`config.mk`:
```
export PLATFORM = sky130hd
export DESIGN_NAME = lpms_sequencer
export DESIGN_NICKNAME = d
export VERILOG_FILES = /design/src/include/lpms_pkg.sv /design/src/rtl/lpms_sequencer.sv
export VERILOG_INCLUDE_DIRS = /design/src /design/src/include
export SDC_FILE = /design/constraint.sdc
export NUM_CORES = 1
export LEC_CHECK = 0
export BUFFER_PORTS_ARGS = -buffer_cell sky130_fd_sc_hd__buf_2
export CAP_MARGIN = 20
export CORE_MARGIN = 5
export CORE_UTILIZATION = 59
export CTS_CLUSTER_DIAMETER = 150
export DETAILED_ROUTE_END_ITERATION = 8
export HOLD_SLACK_MARGIN = 0.08
export PLACE_DENSITY = 0.8
export REMOVE_ABC_BUFFERS = 1
export SLEW_MARGIN = 10
export SYNTH_ARGS = -nofsm -noshare
export SYNTH_HDL_FRONTEND = slang
export SYNTH_SLANG_ARGS = --single-unit
export TNS_END_PERCENT = 20
```
`constraint.sdc`:
```
create_clock -name pclk -period 3.5 [get_ports pclk]
set_clock_uncertainty 0.15 [all_clocks]
set_input_delay 0.35 -clock pclk [delete_from_list [all_inputs] [get_ports pclk]]
set_output_delay 0.35 -clock pclk [all_outputs]
set_load 0.02 [all_outputs]
```
`src/include/lpms_defines.svh`:
```
`ifndef LPMS_DEFINES_SVH
`define LPMS_DEFINES_SVH

`define LPMS_AW 12
`define LPMS_PD_W 16
`define LPMS_NWAKE 40

// register byte offsets
`define LPMS_OFS_PCON 12'h000
`define LPMS_OFS_GP0 12'h004
`define LPMS_OFS_RUNCFG 12'h020
`define LPMS_OFS_SLPCFG 12'h024
`define LPMS_OFS_WAKCFG 12'h028
`define LPMS_OFS_DSCTL 12'h02C
`define LPMS_OFS_POL_LO 12'h030
`define LPMS_OFS_POL_HI 12'h034
`define LPMS_OFS_EN_LO 12'h038
`define LPMS_OFS_EN_HI 12'h03C
`define LPMS_OFS_CLR_LO 12'h040
`define LPMS_OFS_CLR_HI 12'h044
`define LPMS_OFS_PEND_LO 12'h048
`define LPMS_OFS_PEND_HI 12'h04C
`define LPMS_OFS_STAT 12'h050

// field positions
`define LPMS_PCON_DPD_BIT 1
`define LPMS_DSCTL_DEEP_BIT 0
`define LPMS_PD_RC_BIT 0

// reset values
`define LPMS_RUNCFG_RST 16'h0000
`define LPMS_SLPCFG_RST 16'h0000
`define LPMS_WAKCFG_RST 16'h0000

// timing
`define LPMS_CLK_MHZ 20
`define LPMS_ENTRY_DELAY_NS 30
`define LPMS_ENTRY_DELAY_CYC \
  (((`LPMS_ENTRY_DELAY_NS * `LPMS_CLK_MHZ) + 999) / 1000)

`endif

```
`src/include/lpms_pkg.sv`:
```
package lpms_pkg;

  typedef enum logic [2:0] {
    ST_RUN,
    ST_SLEEP,
    ST_HOLD,
    ST_ENTER,
    ST_RC_WAIT,
    ST_DELAY,
    ST_DEEP,
    ST_DPD
  } lpms_fsm_t;

  typedef struct packed {
    lpms_fsm_t fsm;
    logic pcon_dpd;
    logic deep_sel;
    logic [3:0][31:0] gp;
    logic [15:0] run_cfg;
    logic [15:0] sleep_cfg;
    logic [15:0] wake_cfg;
    logic [39:0] pol;
    logic [39:0] en;
    logic [39:0] pend;
    logic [39:0] pin_prev;
    logic [3:0] dcnt;
    logic [31:0] prdata;
  } lpms_state_t;

endpackage

```
`src/rtl/lpms_sequencer.sv`:
```
// Operation
// - wait-for-interrupt with Sleep selected stops the core clock
// - Sleep ends by itself when any interrupt reaches the core
// - peripherals run in Sleep; their interrupts wake the core
// - resuming Sleep only turns the core clock back on
// - Deep-sleep is Sleep plus power-down of selected analog blocks
// - Deep power-down keeps only wake pin logic and four retention words
// - after Deep-sleep wake, analog power follows wake configuration
// - Deep-sleep entry waits for the core hold acknowledge
// - while hold pends, the core may abandon entry
// - core withdrawing its hold also withdraws the Deep-sleep request
// - start-logic wakes are ignored during Deep-sleep entry
// - on request: core off, sleep config into run config, blocks off
// - fixed 30 ns delay after power-down, then wakes are accepted
// - with RC oscillator selected off, wait its ack before the delay
// - RC oscillator stops glitch-free, then acknowledges
// - forty port inputs feed start logic; its interrupt ends Deep-sleep
// - start logic has per-input programmable edge polarity
// - wake input n drives interrupt controller line n, 0 to 39
// - start logic latches edges; software clears pending before use
// - start logic also gives interrupts in normal run mode
// - wake configuration is copied into run configuration on exit
// - deep power-down select bit 1 picks Deep power-down over Sleep
//
// The APB register port and the register offsets were chosen for this implementation.
`timescale 1ns/100ps
`include "lpms_defines.svh"
module lpms_sequencer (
  input wire logic pclk,
  input wire logic presetn,
  input wire logic psel,
  input wire logic penable,
  input wire logic pwrite,
  input wire logic [11:0] paddr,
  input wire logic [31:0] pwdata,
  output logic [31:0] prdata,
  output logic pready,
  output logic pslverr,
  input wire logic wait_for_interrupt_instr,
  input wire logic core_irq_pending,
  input wire logic core_hold_ack,
  output logic sleep_hold_req,
  output logic core_clk_en,
  output logic core_pwr_en,
  output logic deep_sleep_req,
  output logic in_deep_sleep,
  input wire logic internal_rc_osc_off_ack,
  output logic [15:0] run_power_config,
  input wire logic [39:0] port_pin,
  output logic [39:0] wake_irq,
  input wire logic deep_powerdown_wake_pin,
  output logic deep_powerdown_active
);

  lpms_pkg::lpms_state_t s_q;
  lpms_pkg::lpms_state_t s_d;

  logic acc;
  logic wr;
  logic [39:0] rise;
  logic [39:0] fall;
  logic [39:0] edge_hit;
  logic [39:0] clr;
  logic wake;
  logic [31:0] rdata;

  // address decode, used by write path and error answer
  function automatic logic addr_ok(input logic [11:0] a);
    addr_ok = (a <= `LPMS_OFS_STAT) && (a[1:0] == 2'h0) &&
      !((a > (`LPMS_OFS_GP0 + 12'h00C)) && (a < `LPMS_OFS_RUNCFG));
  endfunction

  // 40-bit field split over a low and a high word
  function automatic logic [39:0] upd40(
    input logic [39:0] old,
    input logic [31:0] d,
    input logic hi
  );
    upd40 = hi ? {d[7:0], old[31:0]} : {old[39:32], d};
  endfunction

  // retention word index decode, shared by write and read paths
  function automatic logic gp_hit(input logic [11:0] a, input int i);
    gp_hit = (a == (`LPMS_OFS_GP0 + 12'(4 * i)));
  endfunction

  assign acc = psel & penable;
  // writes to unmapped or misaligned words are dropped
  assign wr = acc & pwrite & addr_ok(paddr);
  // zero wait states: read data is captured in the setup cycle
  assign pready = 1'b1;
  // error answer only in the access phase, never in setup
  assign pslverr = acc & ~addr_ok(paddr);
  assign prdata = s_q.prdata;

  always_comb
  begin
    // defaults hold every field; branches below override
    s_d = s_q;
    clr = 40'h00_0000_0000;
    rdata = 32'h0000_0000;

    // pins treated as synchronous; edges found against last sample
    rise = port_pin & ~s_q.pin_prev;
    fall = ~port_pin & s_q.pin_prev;
    s_d.pin_prev = port_pin;
    // enables are zero out of reset, so no false wake at start
    // an edge on a disabled input is dropped, not held
    // edge polarity
    edge_hit = s_q.en & ((s_q.pol & rise) | (~s_q.pol & fall));

    if (wr)
    begin
      case (paddr)
        `LPMS_OFS_PCON:
          s_d.pcon_dpd = pwdata[`LPMS_PCON_DPD_BIT];
        `LPMS_OFS_RUNCFG:
          // fsm owns the run config outside run state
          if (s_q.fsm == lpms_pkg::ST_RUN)
          begin
            s_d.run_cfg = pwdata[15:0];
          end
        `LPMS_OFS_SLPCFG:
          s_d.sleep_cfg = pwdata[15:0];
        `LPMS_OFS_WAKCFG:
          s_d.wake_cfg = pwdata[15:0];
        `LPMS_OFS_DSCTL:
          s_d.deep_sel = pwdata[`LPMS_DSCTL_DEEP_BIT];
        `LPMS_OFS_POL_LO,
        `LPMS_OFS_POL_HI:
          s_d.pol = upd40(s_q.pol, pwdata, paddr[2]);
        `LPMS_OFS_EN_LO,
        `LPMS_OFS_EN_HI:
          s_d.en = upd40(s_q.en, pwdata, paddr[2]);
        `LPMS_OFS_CLR_LO:
          clr = {8'h00, pwdata};
        `LPMS_OFS_CLR_HI:
          clr = {pwdata[7:0], 32'h0000_0000};
        default:
          for (int i = 0; i < 4; i++)
          begin
            if (gp_hit(paddr, i))
            begin
              s_d.gp[i] = pwdata;
            end
          end
      endcase
    end

    // edges latched; a new edge beats a same-cycle clear
    s_d.pend = (s_q.pend & ~clr) | edge_hit;
    // any enabled pending input is a wake
    wake = |(s_q.pend & s_q.en);

    case (s_q.fsm)
      lpms_pkg::ST_RUN:
        if (wait_for_interrupt_instr)
        begin
          if (s_q.pcon_dpd)
          begin
            s_d.fsm = lpms_pkg::ST_DPD;
          end
          else if (s_q.deep_sel)
          begin
            s_d.fsm = lpms_pkg::ST_HOLD;
          end
          else
          begin
            s_d.fsm = lpms_pkg::ST_SLEEP;
          end
        end
      lpms_pkg::ST_SLEEP:
        // plain sleep leaves analog power untouched
        // any interrupt resumes
        if (core_irq_pending)
        begin
          s_d.fsm = lpms_pkg::ST_RUN;
        end
      lpms_pkg::ST_HOLD:
        if (core_irq_pending)
        begin
          s_d.fsm = lpms_pkg::ST_RUN;
        end
        else if (core_hold_ack)
        begin
          s_d.fsm = lpms_pkg::ST_ENTER;
        end
      lpms_pkg::ST_ENTER:
        if (!core_hold_ack)
        begin
          s_d.fsm = lpms_pkg::ST_RUN;
        end
        else
        begin
          s_d.run_cfg = s_q.sleep_cfg;
          // delay rounded up to whole clock cycles
          s_d.dcnt = 4'(`LPMS_ENTRY_DELAY_CYC - 1);
          if (s_q.sleep_cfg[`LPMS_PD_RC_BIT])
          begin
            s_d.fsm = lpms_pkg::ST_RC_WAIT;
          end
          else
          begin
            s_d.fsm = lpms_pkg::ST_DELAY;
          end
        end
      lpms_pkg::ST_RC_WAIT:
        // a late oscillator ack holds entry here, no timeout
        // hold withdrawn
        if (!core_hold_ack)
        begin
          s_d.run_cfg = s_q.wake_cfg;
          s_d.fsm = lpms_pkg::ST_RUN;
        end
        else if (internal_rc_osc_off_ack)
        begin
          s_d.fsm = lpms_pkg::ST_DELAY;
        end
      lpms_pkg::ST_DELAY:
        // wakes ignored; pending stays latched for later
        if (!core_hold_ack)
        begin
          s_d.run_cfg = s_q.wake_cfg;
          s_d.fsm = lpms_pkg::ST_RUN;
        end
        else if (s_q.dcnt == 4'h0)
        begin
          s_d.fsm = lpms_pkg::ST_DEEP;
        end
        else
        begin
          s_d.dcnt = s_q.dcnt - 4'h1;
        end
      lpms_pkg::ST_DEEP:
        // start logic or withdrawn hold ends Deep-sleep
        if (wake || !core_hold_ack)
        begin
          s_d.run_cfg = s_q.wake_cfg;
          s_d.fsm = lpms_pkg::ST_RUN;
        end
      lpms_pkg::ST_DPD:
        // select bit stays set; software clears it after waking
        // only the wake pin brings the chip back
        if (deep_powerdown_wake_pin)
        begin
          s_d.fsm = lpms_pkg::ST_RUN;
        end
      default:
        s_d.fsm = lpms_pkg::ST_RUN;
    endcase

    case (paddr)
      `LPMS_OFS_PCON:
        rdata = {30'h0000_0000, s_q.pcon_dpd, 1'b0};
      `LPMS_OFS_RUNCFG:
        rdata = {16'h0000, s_q.run_cfg};
      `LPMS_OFS_SLPCFG:
        rdata = {16'h0000, s_q.sleep_cfg};
      `LPMS_OFS_WAKCFG:
        rdata = {16'h0000, s_q.wake_cfg};
      `LPMS_OFS_DSCTL:
        rdata = {31'h0000_0000, s_q.deep_sel};
      `LPMS_OFS_POL_LO:
        rdata = s_q.pol[31:0];
      `LPMS_OFS_POL_HI:
        rdata = {24'h00_0000, s_q.pol[39:32]};
      `LPMS_OFS_EN_LO:
        rdata = s_q.en[31:0];
      `LPMS_OFS_EN_HI:
        rdata = {24'h00_0000, s_q.en[39:32]};
      `LPMS_OFS_PEND_LO:
        rdata = s_q.pend[31:0];
      `LPMS_OFS_PEND_HI:
        rdata = {24'h00_0000, s_q.pend[39:32]};
      `LPMS_OFS_STAT:
        rdata = {29'h0000_0000, s_q.fsm};
      // clear words are write-only and read back zero
      default:
        for (int i = 0; i < 4; i++)
        begin
          if (gp_hit(paddr, i))
          begin
            rdata = s_q.gp[i];
          end
        end
    endcase
    if (psel && !penable)
    begin
      s_d.prdata = rdata;
    end
  end

  // a true reset clears retention words too; only DPD keeps them
  always_ff @(posedge pclk or negedge presetn)
  begin
    if (!presetn)
    begin
      s_q <= '0;
      s_q.fsm <= lpms_pkg::ST_RUN;
      s_q.run_cfg <= `LPMS_RUNCFG_RST;
      s_q.sleep_cfg <= `LPMS_SLPCFG_RST;
      s_q.wake_cfg <= `LPMS_WAKCFG_RST;
    end
    else
    begin
      s_q <= s_d;
    end
  end

  // core clock runs only in run state
  assign core_clk_en = (s_q.fsm == lpms_pkg::ST_RUN);
  // core powered down from the cycle after entry until wake
  assign core_pwr_en = !(s_q.fsm inside {lpms_pkg::ST_RC_WAIT,
    lpms_pkg::ST_DELAY, lpms_pkg::ST_DEEP, lpms_pkg::ST_DPD});
  assign sleep_hold_req = (s_q.fsm == lpms_pkg::ST_HOLD);
  // request held through entry so power lines do not glitch
  assign deep_sleep_req = s_q.fsm inside {lpms_pkg::ST_ENTER,
    lpms_pkg::ST_RC_WAIT, lpms_pkg::ST_DELAY, lpms_pkg::ST_DEEP};
  assign in_deep_sleep = (s_q.fsm == lpms_pkg::ST_DEEP);
  assign deep_powerdown_active = (s_q.fsm == lpms_pkg::ST_DPD);
  // analog power-down lines follow run config
  assign run_power_config = s_q.run_cfg;
  // enabled pending bit n is interrupt line n in every mode
  assign wake_irq = s_q.pend & s_q.en;

endmodule // lpms_sequencer

```
# After elaboration in Yosys (flattened, before gate mapping)
# Index checks and enable logic that the tools add are counted.
[op_classes]
add_sub_neg = 1
n_lt_le_gt_ge = 3
n_eq_ne = 34
n_mux = 39
bitwise_logic = 20
reduce_logical = 35
[ops]
columns = ["op", "count"]
rows = [
  ["32-bit case mux with 12 select lines", 1],
  ["40-bit AND", 7],
  ["40-bit 2-to-1 mux", 5],
  ["40-bit NOT", 4],
  ["128-bit 2-to-1 mux", 1],
  ["32-bit 2-to-1 mux", 4],
  ["16-bit 2-to-1 mux", 7],
  ["12-bit by 6-bit == test with 1-bit output, second input constant", 8],
  ["40-bit bitwise OR", 2],
  ["40-bit case mux with 2 select lines", 1],
  ["12-bit by 7-bit == test with 1-bit output, second input constant", 5],
  ["16-bit case mux with 3 select lines", 1],
  ["40-bit OR reduction", 1],
  ["3-bit 2-to-1 mux", 12],
  ["12-bit by 4-bit == test with 1-bit output, second input constant", 2],
  ["3-bit case mux with 8 select lines", 1],
  ["3-bit AND reduction", 8],
  ["12-bit by 3-bit == test with 1-bit output, second input constant", 1],
  ["12-bit by 5-bit == test with 1-bit output, second input constant", 1],
  ["3-bit == test, second input constant", 4],
  ["12-bit by 5-bit greater-than comparator with 1-bit output, second input constant", 1],
  ["12-bit by 7-bit less-or-equal comparator with 1-bit output, second input constant", 1],
  ["12-bit logical NOT", 1],
  ["12-bit by 6-bit < comparator with 1-bit output, second input constant", 1],
  ["other kinds (25)", 52],
]
[totals]
register_bits = 377
in_bits = 94
output_inout_bits = 96
wordCells = 150

# Longest topological paths before layout
# Gate-level depths: netlist of run 1.
[depth]
word_depth = 9
depth_mapped = 9
ltp_nobuf = 8

# Least setup slack after synthesis of run 1
# Ideal clock, no wire load.
[synth_path]
path_type = "input-to-reg"
startpoint = "input port paddr[1]"
endpoint = "register s_q[324] in the netlist's numbering"
setup_time_ns = 0.125
t_arrival_ns = 2.796
required_time_ns = 3.225
path_slack_ns = 0.429
cell_stages = 9
n_path_buf = 3
path_cell_list = "clkbuf_1 -> or4_1 -> buf_2 -> a21o_1 -> a2111o_1 -> or2_2 -> nor2_4 -> buf_4 -> mux2_2"
[synth_via]
elab_chain_len = 6
elab_cells_between_ends = 24
cone_classes = "order compare (3); eq/ne (11); bitwise (2); reduce/logical (8)"
[synth_lines]
columns = ["element", "line", "rtl"]
rows = [
  ["start, declared", "lpms_sequencer.sv:34", "input wire logic [11:0] paddr,"],
  ["12-bit by 5-bit greater-than comparator with 1-bit output or 12-bit by 6-bit < comparator with 1-bit output (tied branches)", "--", ""],
  ["1-bit logical AND", "lpms_sequencer.sv:70", "!((a > (`LPMS_OFS_GP0 + 12'h00C)) && (a < `LPMS_OFS_RUNCFG));"],
  ["1-bit logical NOT", "lpms_sequencer.sv:70", ""],
  ["1-bit logical AND", "lpms_sequencer.sv:69", "addr_ok = (a <= `LPMS_OFS_STAT) && (a[1:0] == 2'h0) &&"],
  ["1-bit AND", "lpms_sequencer.sv:89", "assign wr = acc & pwrite & addr_ok(paddr);"],
  ["3-bit AND reduction (no line) (*)", "--", ""],
  ["end, declared", "lpms_sequencer.sv:55", "lpms_pkg::lpms_state_t s_q;"],
]
# Mark *: on every way between the ends. The rest lies on a longest branch, timed or not.
# A chain may end at the register's enable or synchronous reset.

==> results of run 1 <==
## cell type report
cell class / instances / area share, %
inverter: 15 / 0.264
timing repair buffer: 317 / 10.2
multi-input combinational: 1083 / 36.5
clock inverter: 17 / 1.07
tap: 396 / 2.32
clock buffer: 56 / 5.40
sequential: 377 / 44.2
## worst register-to-register path, delay by kind of cell, from the launching register on
family	cells	cell delay (ps)
mux	1	230
simple gates	3	1390
flops	1	420
compound gates	2	390
buf+inv	1	300
## flip-flops by register name, summed over array words and instances, names as in the netlist
register and flops:
run_power_config 16, s_q 329, prdata 32
## per-layer routing
layer | share of wire [%] | vias to the layer above | GRT usage (%) | wire length, µm
li1 | - | 6282 | - | -
met1 | 39 | 7299 | 44.0 | 22200
met2 | 47 | 818 | 52.1 | 26300
met3 | 8.6 | 201 | 6.10 | 4860
met4 | 5.4 | 2 | 15.5 | 3040
met5 | 0.035 | - | 0 | 20
## through the flow
step / area, µm² / setup WS, ps / hold slack (ps) / utilization, % / cells
floorplan: 17200 / -716 / -95.6 / - / 1475
global placement: 19300 / 331 / 271 / 63.5 / 2121
detailed placement: 19300 / 351 / 265 / 63.5 / 2121
CTS: 21300 / 508 / 91.4 / 70.3 / 2261
global route: 21300 / 373 / 106 / 70.3 / 2261
finish: 21300 / 480 / 105 / 70.3 / 2261
## worst max path at each step
| stage | startpoint | end | slack [ps] |
|---|---|---|---|
| finish | s_q[81] | run_power_config[9] | 480 |
| global route | s_q[376] | run_power_config[8] | 370 |
| CTS | s_q[81] | run_power_config[9] | 510 |
| detailed placement | paddr[8] | run_power_config[12] | 350 |
| global placement | paddr[5] | prdata[25] | 330 |
| floorplan | paddr[8] | s_q[159] | -720 |
## power groups by stage
stage	clock network (mW)	registers [mW]	logic, mW
after detailed placement	0	4.59	0.906
after CTS	4.44	4.51	0.973
after floorplan	0	4.62	0.382
final	4.42	4.51	0.980
after global routing	4.62	4.52	1.07
after global placement	0	4.58	0.886
## kinds of logic (layout without fill, tap and decap cells)
group / Yosys count / count (layout) / synth area share [%]
other cells: 1 / 1 / 0.0208
compound gates: 357 / 357 / 13.7
mux: 279 / 279 / 17.3
simple gates: 441 / 441 / 11.6
flops: 377 / 377 / 52.4
buf+inv: 163 / 405 / 4.68
xor+xnor: 3 / 3 / 0.146
fa+ha+maj: 2 / 2 / 0.139
## placed cells by master (no fill, tap or decap), drive strengths merged, types with 5 or more instances in the layout
| cell type | netlist | layout |
|---|---|---|
| nor2 | 92 | 92 |
| nor4 | 11 | 11 |
| a32oi | 7 | 7 |
| and2 | 38 | 38 |
| dlygate4sd3 | 0 | 67 |
| clkinv | 0 | 11 |
| a22oi | 33 | 33 |
| clkbuf | 73 | 56 |
| nand2 | 189 | 189 |
| a22o | 67 | 67 |
| a222oi | 19 | 19 |
| dfrtp | 377 | 377 |
| nand3b | 12 | 12 |
| a21oi | 59 | 59 |
| nand3 | 33 | 33 |
| nor3 | 13 | 13 |
| mux2 | 260 | 260 |
| a211oi | 5 | 5 |
| a221oi | 16 | 16 |
| o21ai | 103 | 103 |
| o211ai | 8 | 8 |
| nand2b | 12 | 12 |
| mux2i | 19 | 19 |
| inv | 15 | 15 |
| and3 | 5 | 5 |
| nand4 | 6 | 6 |
| a31oi | 9 | 9 |
| or4 | 5 | 5 |
| buf | 75 | 250 |
| o22a | 5 | 5 |
==> impl_metrics.toml, run 1 <==
[run_status]
outcome = "completed"

[clock_tree]
clock-sinks = 377
post_cts_resized = 0
cts.path.max_buffers = 3
cts-buffers-inserted = 40
htree_num_levels = 2
postCtsHoldBufs = 67
post_cts_buffers = 0
cts_tree = "built"
clk_pin_slew_ps = 60
clkLatencyLatePin_ps = 540
root_buffer = "clkbuf_16"

[final_layout]
register_area_mm2 = 0.00943
drive_gt1_share_pct = 31.4
antenna_cells = 0
syn_to_final_growth_pct = 18.5
nFillCells = 2140
multiInputGateArea_mm2 = 0.00779
fin_nets = 1930

[power]
combPwrFrac_pct = 9.9
pwr-share-clk_pct = 44.6
sw_frac_of_total_pct = 25.4
power_density_mw_per_mm2 = 464
p_leak_nw = 10.4
power.internal_mw = 7.39
power_mw = 9.91
seq_power_share_pct = 45.5
p_sw_mw = 2.51
ir_drop_mv = 0.302

[critical_path]
critPathKind = "reg2reg"
critical_path_arrival_ps = 3260
reg2reg_depth = 7
path_depth = 7
cp_max_fo = 14
end_kind = "register"
critPathSlowestCell = "or4_1"
slowest_delay_ps = 640
critPathTopFamily = "simple AND/OR/NAND/NOR gates"
critPathLaunchType = "register"
cp.required_ps = 3740
path_common_cell = "or4_1"
crit_chain = "and2_1, or4_1, or4_1, o32ai_4, buf_4, mux2i_1, o21ai_0"
r2r_slack_ps = 480
reg2reg_to = "run_power_config[9]"
r2r-start = "s_q[81]"
worst-path-buf-inv = 1

[drt]
vias = 14602
drc = 0
ant_nets = 0
drt_wl_total_mm = 56.4
viasPerCell = 6.46
drt-pass1-iter-count = 8
post_drt_wl_per_cell_um = 25.0
first_iter_violations = 1730

[timing]
min_period_ps = 3020
tns_ps = 0
slew_viol_final = 0
slew_headroom_pct = 31.2
setup_violations = 0
finalHoldViolCount = 0
tightest_slew_ps = 1020
post-route-period-util_pct = 86.3
rsz0062_at_grt = "false"
max_freq_ghz = 0.331

[min_path]
hold_end = "s_q[115]"
hold_path.startpoint = "pwdata[7]"
holdPathStages = 3
worst_hold_path_type = "in2reg"

[logic_synthesis]
synth_cells = 1623
synth_warnings = 0
synth-main-ff-cell = "dfrtp_1"
synth_seq_cells = 377
netlist_top_cells_area = "dfrtp_1 (52%), mux2_2 (15%), nand2_1 (3.9%), a22o_1 (3.3%), o21ai_0 (2.8%)"
synth.avg_cell_area_um2 = 11.1
synth_area_mm2 = 0.0180
synthTopCellsByCount = "dfrtp_1 (377), mux2_2 (247), nand2_1 (187)"
synth-edff-count = 0
yosysSeqAreaShare_pct = 52.4
synth_top_area_share_pct = 52.4
yosysTopAreaCell = "dfrtp_1"
ys_types = 65
synth.most_common_cell = "dfrtp_1"
async_reset_ff_share_pct = 100

[placement]
gp_routability_congestion = 1.02
numPortBuffers = 188
dp_hpwl_mm = 37.0

[floorplanning]
die_y_um = 185
initial_core_util_pct = 59.3
die_x_um = 185
die_area_mm2 = 0.0341
top_level_ports = 190
coreArea_mm2 = 0.0303
rows = 64

[job]
cap_violations = 0

[global_route]
gr-usage-all-layers_pct = 32.8
grt_pass1_vias = 14999
grt_max_degree = 91
grt_pass1_wl_mm = 87.0
grt_overflow = 0
antenna_found_initial = 2
(Power assumes the default switching activity.)
==> inputs of run 2 (changes only) <==
--- a/config.mk
+++ b/config.mk
@@ -14,6 +14,7 @@
 export DETAILED_ROUTE_END_ITERATION = 8
 export HOLD_SLACK_MARGIN = 0.08
 export PLACE_DENSITY = 0.8
+export RECOVER_POWER = 100
 export REMOVE_ABC_BUFFERS = 1
 export SLEW_MARGIN = 10
 export SYNTH_ARGS = -nofsm -noshare
==> impl_metrics.toml, run 2 (synthesis results as in run 1) <==
[critical_path]
reg2reg_to = "run_power_config[9]"
end_kind = "register"
slowest_delay_ps = 940
reg2reg_depth = 7
cp_max_fo = 15
cp.required_ps = 3810
critPathLaunchType = "input pin"
r2r_slack_ps = 290
crit_chain = "clkbuf_1, nor4b_1, nand2_1, nor2_1, buf_4, a222oi_1, a21oi_1, a22o_1"
critPathSlowestCell = "nor4b_1"
critical_path_arrival_ps = 3580
critPathKind = "in2reg"
endpoint = "prdata[27]"
crit_path_start = "paddr[5]"
r2r-start = "s_q[81]"

[global_route]
grt.busiest_layer = "met2"
use_met1_pct = 44.0
grt_pass1_vias = 14999
grt_overflow = 0
gr-usage-all-layers_pct = 32.8
grt_use_met3_pct = 6.10
use_met2_pct = 52.1
grt_pass1_wl_mm = 87.0
antenna_found_initial = 2
grt_max_degree = 91

[clock_tree]
post_cts_buffers = 0
clock-sinks = 377
root_buffer = "clkbuf_16"
clkLatencyLatePin_ps = 540
cts_tree = "built"
cts.path.max_buffers = 3
clk_pin_slew_ps = 60
htree_num_levels = 2
cts-buffers-inserted = 40
post_cts_resized = 0

[final_layout]
final_area_mm2 = 0.0211
largest_reg_flops = 329
drive_gt1_share_pct = 24.2
regMostFlops = "s_q"
fin_nets = 1930
syn_to_final_growth_pct = 17.1
nFillCells = 2241
mostFrequentLayoutCells = "dfrtp_1 (377), mux2_2 (243), nand2_1 (187)"
layout_commonest_cell = "dfrtp_1"
finalNonFillerCells = 2262
final_core_util_pct = 69.4

[run_status]
outcome = "finished with violations"
violations = "max-capacitance violations, max-slew violations"

[floorplanning]
top_level_ports = 190
die_x_um = 185
die_y_um = 185
die_area_mm2 = 0.0341
coreArea_mm2 = 0.0303
initial_core_util_pct = 59.3
rows = 64

[drt]
ant_nets = 0
drt_wl_total_mm = 56.6
first_iter_violations = 1596
drc = 0
vias = 14683
drt-pass1-iter-count = 6
post_drt_wl_per_cell_um = 25.0
viasPerCell = 6.49

[placement]
dp_hpwl_mm = 37.0
dp.cells = 2121
gp_routability_congestion = 1.02
numPortBuffers = 188
place_area_mm2 = 0.0193
preCtsSetupSlack_ps = 351

[timing]
setup_slack_ps = 231
tightest_slew_ps = 2360
setup_violations = 0
tns_ps = 0
slew_viol_final = 82
hold_ws_ps = 100
slew_headroom_pct = -57.1
min_period_ps = 3270
post-route-period-util_pct = 93.4
max_freq_ghz = 0.306
finalHoldViolCount = 0
rsz0062_at_grt = "false"

[power]
power_density_mw_per_mm2 = 469
p_leak_nw = 9.88
ir_drop_mv = 0.299
power_mw = 9.88

[job]
cap_violations = 1

[min_path]
worst_hold_path_type = "in2reg"
## run 2: per-layer routing
metal	wire, µm	vias up
li1	-	6278
met1	22300	7395
met2	26400	821
met3	4960	187
met4	2930	2
met5	20	-
## run 2: how the worst min path moves through the flow
stage          slack, ps         end  cells past startpoint      start
6_report             100     s_q[82]                      3  pwdata[6]
5_1_grt              110    s_q[114]                      3  pwdata[6]
4_1_cts               90     s_q[82]                      3  pwdata[6]
3_5_place_dp         260     s_q[63]                      1    presetn
3_3_place_gp         270  prdata[31]                      1    presetn
2_1_floorplan       -100   prdata[0]                      0    presetn
## run 2: layout make-up
| class | count | area (µm²) | area share [%] |
|---|---|---|---|
| sequential | 377 | 9430 | 44.8 |
| multi-input combinational | 1083 | 7760 | 36.8 |
| timing repair buffer | 317 | 1950 | 9.23 |
| clock buffer | 56 | 1150 | 5.46 |
| tap | 396 | 495 | 2.35 |
| clock inverter | 17 | 228 | 1.08 |
| inverter | 15 | 56.3 | 0.267 |
| antenna | 1 | 2.50 | 0.0119 |
## run 2: timing repair
item / in CTS / in global routing
hold buffers: 67 / 0
hold endpoints to repair: 293 / 0
endpoints found under the setup margin: 0 / 0
## run 2: power breakdown
part | internal (mW) | total (mW) | switching [mW]
registers | 4.44 | 4.51 | 0.0737
clock network | 2.61 | 4.42 | 1.80
logic | 0.322 | 0.954 | 0.632
## run 2: worst max-delay path: cells and delay by family
| kind | cells | cell delay [ps] |
|---|---|---|
| AND/OR/NAND/NOR | 3 | 2000 |
| buffers and inverters | 2 | 670 |
| AO/OA/AOI/OAI | 3 | 530 |
==> inputs of run 3 (changes only) <==
--- a/config.mk
+++ b/config.mk
@@ -15,7 +15,6 @@
 export HOLD_SLACK_MARGIN = 0.08
 export PLACE_DENSITY = 0.8
 export RECOVER_POWER = 100
-export REMOVE_ABC_BUFFERS = 1
 export SLEW_MARGIN = 10
 export SYNTH_ARGS = -nofsm -noshare
 export SYNTH_HDL_FRONTEND = slang
==> impl_metrics.toml, run 3 (synthesis results as in run 1) <==
[run_status]
outcome = "finished with violations"
violations = "max-capacitance violations, max-slew violations"

[power]
p_leak_nw = 9.92
ir_drop_mv = 0.352
power_mw = 10.0
power_density_mw_per_mm2 = 473

[critical_path]
critical_path_arrival_ps = 3540
cp_max_fo = 7
reg2reg_depth = 7
r2r-start = "s_q[121]"
r2r_slack_ps = 210
reg2reg_to = "run_power_config[1]"
critPathKind = "reg2reg"
critPathLaunchType = "register"
end_kind = "register"
cp.required_ps = 3750

[placement]
place_area_mm2 = 0.0193
gp_routability_congestion = 1.00
numPortBuffers = 188
dp_hpwl_mm = 36.9

[final_layout]
mostFrequentLayoutCells = "dfrtp_1 (377), mux2_2 (246), nand2_1 (187)"
regMostFlops = "s_q"
layout_commonest_cell = "dfrtp_1"
final_core_util_pct = 69.6
fin_nets = 1933
final_area_mm2 = 0.0211
drive_gt1_share_pct = 24.6
syn_to_final_growth_pct = 17.4
largest_reg_flops = 329
nFillCells = 2230

[drt]
vias = 14704
drt_wl_total_mm = 55.5
viasPerCell = 6.48
first_iter_violations = 1626
highest_layer = "met5"
wl_met2_mm = 26.3
wl_met3_mm = 5.21
drt-pass1-iter-count = 8
drc = 0
ant_nets = 0
m1WireLength_mm = 21.4
post_drt_wl_per_cell_um = 24.5

[min_path]
hold_path.startpoint = "pwdata[3]"
hold_end = "s_q[111]"
worst_hold_path_type = "in2reg"
holdPathStages = 3

[clock_tree]
clock-sinks = 377
root_buffer = "clkbuf_16"
clk_pin_slew_ps = 60
cts_tree = "built"
cts-buffers-inserted = 40
htree_num_levels = 2
clkLatencyLatePin_ps = 530
cts.path.max_buffers = 3
post_cts_resized = 0

[timing]
tns_ps = 0
slew_viol_final = 96
tightest_slew_ps = 2400
max_freq_ghz = 0.304
finalHoldViolCount = 0
setup_violations = 0
rsz0062_at_grt = "false"
post-route-period-util_pct = 94.1
slew_headroom_pct = -59.9
min_period_ps = 3290
hold_ws_ps = 99.8

[floorplanning]
top_level_ports = 190
rows = 64
die_x_um = 185
initial_core_util_pct = 59.3
die_area_mm2 = 0.0341
die_y_um = 185
coreArea_mm2 = 0.0303

[global_route]
antenna_found_initial = 5
grt_overflow = 0
gr-usage-all-layers_pct = 32.4
grt_max_degree = 99
grt_pass1_wl_mm = 85.7
grt_pass1_vias = 14881

[logic_synthesis]
synth_nets = 1719

[job]
cap_violations = 1
run 3: cell types whose count changed in the layout (fill, tap and decap cells not counted), moves of 2 or more:
cell and change:
buf_4 +8, clkinv_8 -3, clkbuf_1 -2, inv_6 +2, buf_2 -3, clkinvlp_4 -2, and2_1 +3, diode_2 +3
clkbuf_8 +4, mux2_1 -3, mux2_2 +3, buf_12 -3, and2_0 -3
run 3: through the flow:
step	worst slack, ps	cells
final	208	2268
after global routing	164	2267
after CTS	420	2264
after detailed placement	357	2124
after global placement	390	2124
after floorplan	429	1623
run 3: worst max-delay path by stage:
stage | start | endpoint | slack (ps) | depth (start not counted)
6_report | s_q[121] | run_power_config[1] | 210 | 7
5_1_grt | s_q[121] | run_power_config[3] | 160 | 7
4_1_cts | s_q[121] | run_power_config[5] | 420 | 7
3_5_place_dp | paddr[1] | s_q[325] | 360 | 8
3_3_place_gp | paddr[1] | s_q[335] | 390 | 8
2_1_floorplan | paddr[1] | s_q[324] | 430 | 9
run 3: layout make-up:
| class | count | area [µm²] | area share (%) |
|---|---|---|---|
| Antenna cell | 4 | 10.0 | 0.0474 |
| Clock buffer | 60 | 1230 | 5.81 |
| Clock inverter | 13 | 198 | 0.935 |
| Inverter | 15 | 56.3 | 0.266 |
| Multi-Input combinational cell | 1083 | 7770 | 36.8 |
| Sequential cell | 377 | 9430 | 44.6 |
| Tap cell | 396 | 495 | 2.34 |
| Timing Repair Buffer | 320 | 1940 | 9.19 |
run 3: power by group:
group | internal, mW | switching [mW] | total [mW]
sequential | 4.44 | 0.0948 | 4.53
clock | 2.79 | 1.74 | 4.54
combinational | 0.322 | 0.605 | 0.927
run 3: layer usage:
layer | GRT usage (%) | vias up
li1 | - | 6297
met1 | 43.4 | 7389
met2 | 52.1 | 844
met3 | 6.32 | 170
met4 | 14.4 | 4
met5 | 0 | -
run 3: worst max-delay path: stages, from the launching register on:
cell and delay (ps):
dfrtp_1 420, and2_0 260, or4_1 570, or4_1 630, o32ai_4 420, clkbuf_2 370, mux2i_1 220, o21ai_0 110
run 3: what timing repair did:
item                                   in CTS  in global routing
hold buffers                               67                  0
setup buffers                               0                  0
endpoints found under the hold margin     272                  0
